<file path="config.mk">
export PLATFORM = sky130hd
export DESIGN_NAME = icrb_master
export DESIGN_NICKNAME = d
export VERILOG_FILES = /design/src/rtl/icrb_pkg.sv /design/src/rtl/icrb_stream_if.sv /design/src/rtl/icrb_fifo.sv /design/src/rtl/icrb_master.sv /design/src/rtl/icrb_wait_timer.sv
export VERILOG_INCLUDE_DIRS = /design/src /design/src/rtl
export SDC_FILE = /design/constraint.sdc
export NUM_CORES = 1
export LEC_CHECK = 0
export BUFFER_PORTS_ARGS = -buffer_cell sky130_fd_sc_hd__buf_2
export CORE_MARGIN = 5
export CORE_UTILIZATION = 56
export DETAILED_ROUTE_END_ITERATION = 16
export PLACE_DENSITY = 0.87
export SLEW_MARGIN = 20
export SYNTH_ARGS = -nofsm -noshare
export SYNTH_HDL_FRONTEND = slang
export SYNTH_SLANG_ARGS = --single-unit
</file>
<file path="constraint.sdc">
create_clock -name i_clk -period 2.7 [get_ports i_clk]
set_input_delay 0.135 -clock i_clk [delete_from_list [all_inputs] [get_ports i_clk]]
set_output_delay 0.135 -clock i_clk [all_outputs]
set_load 0.01 [all_outputs]
</file>
<file path="src/rtl/icrb_map.svh">
// constants of the configuration and readback bus master
`ifndef ICRB_MAP_SVH
`define ICRB_MAP_SVH
// target address width, wide enough to name a component in either channel
`define ICRB_ADDR_W 9
// configuration word width on the write side
`define ICRB_WDATA_W 12
// readback word width
`define ICRB_RDATA_W 12
// command code width and the codes this master acts on
`define ICRB_CODE_W 3
`define ICRB_CMD_SET_ADDR 3'h1
`define ICRB_CMD_BEGIN_READBACK 3'h3
// request word carried by the fifo: {is_data, code, word}
`define ICRB_REQ_W 16
`define ICRB_FIFO_DEPTH 4
// cycles a component may take to present a readback word
`define ICRB_RD_LATENCY 4
`define ICRB_TIMER_W 3
`endif

</file>
<file path="src/rtl/icrb_pkg.sv">
// types of the configuration and readback bus master
`include "icrb_map.svh"
package icrb_pkg;
  // master sequencing states
  typedef enum logic [2:0] {
    ST_IDLE,
    ST_RB_LOAD,
    ST_RB_STROBE,
    ST_RB_WAIT,
    ST_RB_HAND
  } icrb_state_t;
  // one queued request from the command side
  typedef struct packed {
    logic is_data;
    logic [`ICRB_CODE_W-1:0] code;
    logic [`ICRB_WDATA_W-1:0] word;
  } icrb_req_t;
endpackage : icrb_pkg

</file>
<file path="src/rtl/icrb_stream_if.sv">
// valid/ready stream between the master and its fifo
`timescale 1ns/10ps
interface icrb_stream_if #(parameter int W = 16);
  logic valid; // word offered
  logic ready; // word accepted when both high
  logic [W-1:0] data; // offered word
  modport src (output valid, output data, input ready);
  modport snk (input valid, input data, output ready);
endinterface : icrb_stream_if

</file>
<file path="src/rtl/icrb_fifo.sv">
// small request fifo in flip-flops
`timescale 1ns/10ps
module icrb_fifo #(
  parameter int W = 16,
  parameter int DEPTH = 4
) (
  input wire logic i_clk,
  input wire logic i_rst_n,
  icrb_stream_if.snk in_s,
  icrb_stream_if.src out_s
);
  localparam int PW = $clog2(DEPTH);
  localparam int CW = PW + 1;
  logic [W-1:0] mem_ff [DEPTH]; // storage, one word per entry
  logic [PW-1:0] wr_ptr_ff, nxt_wr_ptr; // next free entry
  logic [PW-1:0] rd_ptr_ff, nxt_rd_ptr; // oldest entry
  logic [CW-1:0] cnt_ff, nxt_cnt; // words held
  logic room_ff, nxt_room; // registered not-full, so ready comes straight from a flop
  logic push, pop;

  // handshakes on both sides
  always_comb begin
    push = in_s.valid & room_ff;
    pop = out_s.ready & (cnt_ff != '0);
    nxt_wr_ptr = push ? PW'(wr_ptr_ff + 1'b1) : wr_ptr_ff;
    nxt_rd_ptr = pop ? PW'(rd_ptr_ff + 1'b1) : rd_ptr_ff;
    nxt_cnt = CW'(cnt_ff + CW'(push) - CW'(pop));
    nxt_room = (nxt_cnt != CW'(DEPTH));
  end

  assign in_s.ready = room_ff;
  assign out_s.valid = (cnt_ff != '0);
  assign out_s.data = mem_ff[rd_ptr_ff];

  // pointer and level registers
  always_ff @(posedge i_clk or negedge i_rst_n) begin
    if (!i_rst_n) begin
      wr_ptr_ff <= '0;
      rd_ptr_ff <= '0;
      cnt_ff <= '0;
      room_ff <= 1'b1;
    end else begin
      wr_ptr_ff <= nxt_wr_ptr;
      rd_ptr_ff <= nxt_rd_ptr;
      cnt_ff <= nxt_cnt;
      room_ff <= nxt_room;
    end
  end

  // per-entry storage, written only on a push to that slot
  for (genvar g = 0; g < DEPTH; g++) begin : g_entry
    logic [W-1:0] nxt_entry;
    always_comb begin
      nxt_entry = (push && wr_ptr_ff == PW'(g)) ? in_s.data : mem_ff[g];
    end
    always_ff @(posedge i_clk or negedge i_rst_n) begin
      if (!i_rst_n) begin
        mem_ff[g] <= '0;
      end else begin
        mem_ff[g] <= nxt_entry;
      end
    end
  end
endmodule : icrb_fifo

</file>
<file path="src/rtl/icrb_master.sv">
// configuration and readback bus master with request fifo
`timescale 1ns/10ps
`include "icrb_map.svh"

// Summary of operation
// - one-cycle write strobe per configuration word
// - write data valid only during strobe
// - address selects target, maybe two channels
// - begin-readback loads address, then read strobes
// - one-cycle read strobe per readback word
// - stop strobing once last word flagged
module icrb_master (
  input wire logic i_clk,
  input wire logic i_rst_n,
  input wire logic i_req_valid,
  input wire logic i_req_is_data,
  input wire logic [`ICRB_CODE_W-1:0] i_req_code,
  input wire logic [`ICRB_WDATA_W-1:0] i_req_word,
  output logic o_req_ready,
  output logic [`ICRB_ADDR_W-1:0] o_target_select_bus,
  output logic o_write_strobe,
  output logic [`ICRB_WDATA_W-1:0] o_write_data_bus,
  output logic o_read_strobe,
  input wire logic [`ICRB_RDATA_W-1:0] i_read_data_bus,
  input wire logic i_last_word_flag,
  output logic o_rb_valid,
  output logic [`ICRB_RDATA_W-1:0] o_rb_word,
  output logic o_rb_last,
  input wire logic i_rb_ready,
  output logic o_busy
);

  // request path through the fifo
  icrb_stream_if #(.W(`ICRB_REQ_W)) req_in ();
  icrb_stream_if #(.W(`ICRB_REQ_W)) req_out ();

  // sequencing state
  icrb_pkg::icrb_state_t state_ff, nxt_state;

  // bus side registers
  logic [`ICRB_ADDR_W-1:0] addr_ff, nxt_addr; // selected target
  logic wr_stb_ff, nxt_wr_stb; // configuration write strobe
  logic [`ICRB_WDATA_W-1:0] wdata_ff, nxt_wdata; // write data, zero off strobe
  logic rd_stb_ff, nxt_rd_stb; // readback read strobe

  // readback hand-over registers
  logic rb_valid_ff, nxt_rb_valid; // captured word waiting for user
  logic [`ICRB_RDATA_W-1:0] rb_word_ff, nxt_rb_word; // captured word
  logic rb_last_ff, nxt_rb_last; // captured word closes the block
  logic busy_ff, nxt_busy; // readback sequence in progress

  // fifo head and control terms
  icrb_pkg::icrb_req_t head; // oldest queued request
  logic take; // head consumed this cycle
  logic timer_start; // read strobe just issued
  logic timer_expire; // latency window over, sample now

  // user request enters the fifo; ready is the fifo's registered not-full
  assign req_in.valid = i_req_valid;
  assign req_in.data = {i_req_is_data, i_req_code, i_req_word};
  assign o_req_ready = req_in.ready;

  // four-word queue keeps configuration words and commands in order,
  // so an address change never overtakes words meant for the old target
  icrb_fifo #(
    .W(`ICRB_REQ_W),
    .DEPTH(`ICRB_FIFO_DEPTH)
  ) u_fifo (
    .i_clk(i_clk),
    .i_rst_n(i_rst_n),
    .in_s(req_in),
    .out_s(req_out)
  );

  // latency timer for each readback word
  icrb_wait_timer u_timer (
    .i_clk(i_clk),
    .i_rst_n(i_rst_n),
    .i_start(timer_start),
    // idle clears any leftover count, so no stale expiry meets a new strobe
    .i_abort(state_ff == icrb_pkg::ST_IDLE),
    .o_expire(timer_expire)
  );

  // head of queue decoded as a request
  assign head = icrb_pkg::icrb_req_t'(req_out.data);

  // the queue drains only while no readback runs; readback owns the bus
  assign req_out.ready = (state_ff == icrb_pkg::ST_IDLE);
  assign take = req_out.valid & req_out.ready;

  // the strobe cycle starts the latency window
  assign timer_start = rd_stb_ff;

  // next-state and bus value computation
  always_comb begin
    nxt_state = state_ff;
    nxt_addr = addr_ff;
    // strobes fall back low unless re-raised below
    nxt_wr_stb = 1'b0;
    // data is cleared off the strobe cycle, nothing may rely on it
    nxt_wdata = '0;
    nxt_rb_valid = rb_valid_ff;
    nxt_rb_word = rb_word_ff;
    nxt_rb_last = rb_last_ff;
    unique case (state_ff)
      icrb_pkg::ST_IDLE: begin
        if (take) begin
          if (head.is_data) begin
            // one queued word gives exactly one strobe cycle
            nxt_wr_stb = 1'b1;
            nxt_wdata = head.word;
          end else if (head.code == `ICRB_CMD_SET_ADDR) begin
            // address may name one target or a pair across channels
            nxt_addr = head.word[`ICRB_ADDR_W-1:0];
          end else if (head.code == `ICRB_CMD_BEGIN_READBACK) begin
            // address first, strobes only from the cycle after next
            nxt_addr = head.word[`ICRB_ADDR_W-1:0];
            nxt_state = icrb_pkg::ST_RB_LOAD;
          end else begin
            // other command codes belong to other blocks, dropped here
            nxt_state = icrb_pkg::ST_IDLE;
          end
        end
      end
      icrb_pkg::ST_RB_LOAD: begin
        // address has stood one cycle, issue the first read strobe
        nxt_state = icrb_pkg::ST_RB_STROBE;
      end
      icrb_pkg::ST_RB_STROBE: begin
        // strobe is high in this cycle only
        nxt_state = icrb_pkg::ST_RB_WAIT;
      end
      icrb_pkg::ST_RB_WAIT: begin
        // the target's guaranteed latency is over: sample the bus
        if (timer_expire) begin
          nxt_rb_valid = 1'b1;
          nxt_rb_word = i_read_data_bus;
          nxt_rb_last = i_last_word_flag;
          nxt_state = icrb_pkg::ST_RB_HAND;
        end
      end
      icrb_pkg::ST_RB_HAND: begin
        // hold the word until the user takes it; a slow user stalls
        // the read strobes, which the target tolerates by holding data
        if (i_rb_ready) begin
          nxt_rb_valid = 1'b0;
          if (rb_last_ff) begin
            // last word seen: no further strobes
            nxt_state = icrb_pkg::ST_IDLE;
          end else begin
            nxt_state = icrb_pkg::ST_RB_STROBE;
          end
        end
      end
    endcase
    // strobe follows the strobe state one to one
    nxt_rd_stb = (nxt_state == icrb_pkg::ST_RB_STROBE);
    nxt_busy = (nxt_state != icrb_pkg::ST_IDLE);
  end

  // registers of the sequencer and the bus
  always_ff @(posedge i_clk or negedge i_rst_n) begin
    if (!i_rst_n) begin
      // reset abandons any readback and keeps both strobes low
      state_ff <= icrb_pkg::ST_IDLE;
      wr_stb_ff <= 1'b0;
      rd_stb_ff <= 1'b0;
      addr_ff <= '0;
      wdata_ff <= '0;
      rb_valid_ff <= 1'b0;
      rb_word_ff <= '0;
      rb_last_ff <= 1'b0;
      busy_ff <= 1'b0;
    end else begin
      state_ff <= nxt_state;
      wr_stb_ff <= nxt_wr_stb;
      rd_stb_ff <= nxt_rd_stb;
      addr_ff <= nxt_addr;
      wdata_ff <= nxt_wdata;
      rb_valid_ff <= nxt_rb_valid;
      rb_word_ff <= nxt_rb_word;
      rb_last_ff <= nxt_rb_last;
      busy_ff <= nxt_busy;
    end
  end

  // outputs straight from the registers
  assign o_target_select_bus = addr_ff;
  assign o_write_strobe = wr_stb_ff;
  assign o_write_data_bus = wdata_ff;
  assign o_read_strobe = rd_stb_ff;
  assign o_rb_valid = rb_valid_ff;
  assign o_rb_word = rb_word_ff;
  assign o_rb_last = rb_last_ff;
  assign o_busy = busy_ff;

endmodule : icrb_master

</file>
<file path="src/rtl/icrb_wait_timer.sv">
// down counter that marks the end of the readback latency
`timescale 1ns/10ps
`include "icrb_map.svh"
module icrb_wait_timer (
  input wire logic i_clk,
  input wire logic i_rst_n,
  input wire logic i_start,
  input wire logic i_abort,
  output logic o_expire
);
  logic [`ICRB_TIMER_W-1:0] cnt_ff, nxt_cnt; // cycles left, 0 when idle

  // load on start, count down to zero
  always_comb begin
    if (i_abort) begin
      nxt_cnt = '0;
    end else if (i_start) begin
      nxt_cnt = `ICRB_TIMER_W'(`ICRB_RD_LATENCY);
    end else if (cnt_ff != '0) begin
      nxt_cnt = cnt_ff - 1'b1;
    end else begin
      nxt_cnt = '0;
    end
  end

  // expiry is the last counted cycle
  assign o_expire = (cnt_ff == `ICRB_TIMER_W'(1));

  // count register
  always_ff @(posedge i_clk or negedge i_rst_n) begin
    if (!i_rst_n) begin
      cnt_ff <= '0;
    end else begin
      cnt_ff <= nxt_cnt;
    end
  end
endmodule : icrb_wait_timer

</file>
==> results.txt <==
Outcome: finished clean
R2R Path Start: u_fifo.cnt_ff[1]$_DFF_PN0_
Number of global-route vias before repair: 3309
CTS-repair resized insts: 0
Filler cells: 465
Utilization after layout: 73.8%
Antenna Cells: 0
# setup viols final: 0
CP max stage cell: dfrtp_1
Layout Cells excl Fill: 551
Pre-CTS setup slack: 0.459 ns
Chip Height: 103 um
Area of the multi-input gates: 1840 um^2
Row Count: 34
Worst slew pin tran: 0.797 ns
First-pass GRT wire length: 17000 um
Period utilisation layout: 82.9%
CTS tree: done
Critical Path Most Common Cell: ha_1
Max_slew headroom: 46.7%
HP Class: in -> reg
Core footprint: 8550 um^2
CTS sink cnt: 116
Setup_tns: 0 ns
Fmax: 447 MHz
Synth cell types: 35
Cell Chain, Critical Path: nor3_1, nor2b_1, ha_1, inv_1, ha_1, fa_1, xnor2_1, nand2_1
GP Congestion: 0.804
DRT Pass-1 Iters: 6
Vias: 3016
Critical path buffers and inverters: 1
Register area: 2900 um^2
Worst Setup End Kind: flip-flop
WP data required: 3.14 ns
CP peak stage delay: 0.41 ns
Clk pin slew, worst setup/hold paths: 0.06 ns
Layout area overhead: 30.5%
Post-detail-place hpwl: 6460 um
Synthesized cell area: 4840 um^2
Arr. time, crit path: 2.68 ns
# H-tree levels: 4
Largest net degree at the start of global routing: 49
CTS Hold Bufs: 31
Synth warn: 0
Synthesized flop and latch total: 116
Starting Density: 56.6%
R2R Setup Slk: 0.46 ns
Post-synthesis sequential area ratio: 60.1%
Reg-to-reg critical path endpoint: u_fifo.in_s.ready$_DFF_PN1_
Final max-slew violation count: 0
CP top delay family: adder cells
Startpoint types: flip-flop
Die Width: 103 um
Die area: 10600 um^2
Synth top area cells: dfrtp_1, mux2_2, mux4_2
CP max FO: 3
Worst hold endpoint: u_fifo.wr_ptr_ff[0]$_DFFE_PN0P_
P per Cell Area: 1260 nW/um^2
Final nets: 472
Share of cells above drive strength 1: 47.2%
Starting DRT DRC Count: 137
DRC viols: 0
Number of antenna violations at the first check in global routing: 0
Routed Antenna Nets: 0
CTS buffer count: 17
I/O Pins: 72
Top cell type's share of synthesized area: 59.5%
Tmin final: 2.24 ns
Post-synthesis cell count: 313
WHS: 0.130 ns
Peak VDD IR: 0.000636 V
Kind of critical path: reg -> reg
Worst R2R Path Depth: 8
Setup slack after layout: 0.462 ns
Setup Skew: 0.00727 ns
Hold Path Cell Cnt: 3
Cell taking the most area after synthesis: dfrtp_1
Grt total ovfl: 0
RSZ-0062 raised after global routing: no
Final Hold Vio Count: 0
Port buffer count: 71
Placed insts: 488
Syn Area/Cell: 15.5 um^2
Max Cap Viol: 0
Post CTS Setup Buffer Count: 0
Gr usage total: 22.0%
Post-Route WL: 10700 um
Synth Net Count: 355
Hold Path Origin: i_req_valid
CTS Buffer Depth: 2
CTS root buffer: clkbuf_8
Static leakage power: 0.00303 uW
Worst skew pair latency: 0.52 ns
Via density: 5.47
WL per Instance: 19.5 um
[area by class of cell]
| cell class | instances | share of cell area [%] |
|---|---|---|
| Tap cell | 108 | 2.14 |
| Multi-Input combinational cell | 175 | 29.1 |
| Inverter | 9 | 0.535 |
| Sequential cell | 116 | 46.0 |
| Clock buffer | 23 | 7.56 |
| Clock inverter | 9 | 2.74 |
| Timing Repair Buffer | 111 | 11.9 |
[stage by stage]
step / area, um^2 / power [uW]
5_1_grt: 6310 / 8380
3_5_place_dp: 5350 / 5430
2_1_floorplan: 4840 / 4650
6_report: 6310 / 7980
3_3_place_gp: 5350 / 5240
4_1_cts: 6310 / 7990
[layer usage]
layer	routed length [um]	track usage, %
met5	0	0
met4	279	10.3
met3	612	6.70
met2	5590	37.6
met1	4250	25.4
[synthesized netlist by cell type (all sizes together)]
master / number
a211oi: 1
a21o: 1
a21oi: 1
a2bb2oi: 1
a31oi: 1
and2: 2
and3: 13
buf: 4
clkbuf: 9
dfrtp: 115
dfstp: 1
fa: 1
ha: 8
inv: 9
mux2: 86
mux4: 15
nand2: 15
nand2b: 1
nand3: 1
nand4b: 1
nor2: 6
nor2b: 7
nor3: 2
nor3b: 1
nor4: 1
nor4bb: 1
o21ai: 2
o31a: 1
o31ai: 1
xnor2: 3
xor2: 2
[registers in the layout, summed over array words and instances (netlist names)]
signal               count
u_fifo.mem_ff           64
o_rb_word               12
o_write_data_bus        12
o_target_select_bus      9
state_ff                 3
u_fifo.cnt_ff            3
u_timer.cnt_ff           3
u_fifo.rd_ptr_ff         2
u_fifo.wr_ptr_ff         2
o_busy                   1
o_rb_last                1
o_rb_valid               1
o_read_strobe            1
o_write_strobe           1
u_fifo.in_s.ready        1
[worst max-delay path by stage]
| stage | startpoint | endpoint | cells past startpoint |
|---|---|---|---|
| after floorplan | state_ff[1]$_DFF_PN0_ | u_fifo.in_s.ready$_DFF_PN1_ | 9 |
| after global placement | u_fifo.cnt_ff[1]$_DFF_PN0_ | u_fifo.in_s.ready$_DFF_PN1_ | 8 |
| after detailed placement | u_fifo.cnt_ff[1]$_DFF_PN0_ | u_fifo.in_s.ready$_DFF_PN1_ | 8 |
| after CTS | u_fifo.cnt_ff[1]$_DFF_PN0_ | u_fifo.in_s.ready$_DFF_PN1_ | 8 |
| after global routing | u_fifo.cnt_ff[1]$_DFF_PN0_ | u_fifo.in_s.ready$_DFF_PN1_ | 8 |
| final | u_fifo.cnt_ff[1]$_DFF_PN0_ | u_fifo.in_s.ready$_DFF_PN1_ | 8 |
[cells by family after synthesis]
kind of cell	Yosys count	synth area share [%]
flops	116	60.1
mux	101	27.4
simple gates	51	5.98
buf+inv	22	1.91
compound gates	9	1.27
fa+ha+maj	9	2.48
xor+xnor	5	0.906
[placed cells by master, fill, tap and decap left out, types with 2 or more instances in the layout]
master,n
ha_1,8
nor2b_1,7
dfrtp_1,115
xnor2_1,3
buf_2,70
mux4_2,10
nand2_1,14
and2_1,2
nor3_1,2
clkbuf_16,16
dlygate4sd3_1,31
xor2_1,2
bufinv_16,5
mux4_1,5
clkbuf_8,5
and3_1,13
clkbuf_1,2
mux2_2,86
clkinv_2,3
nor2_1,6
inv_1,9
buf_4,9
o21ai_0,2
[worst reg2reg max path, cell delays in order (launching register included)]
cell     delay, ns
dfrtp_1       0.41
nor3_1        0.39
nor2b_1       0.13
ha_1          0.30
inv_1         0.04
ha_1          0.18
fa_1          0.37
xnor2_1       0.24
nand2_1       0.10
[power by group]
part           internal [uW]  switching [uW]  total (uW)
sequential              2520             480        3000
combinational           1370            1160        2540
clock                   1680             752        2440
total                   5580            2390        7980
Note: power is estimated with default switching activity, not from simulation.
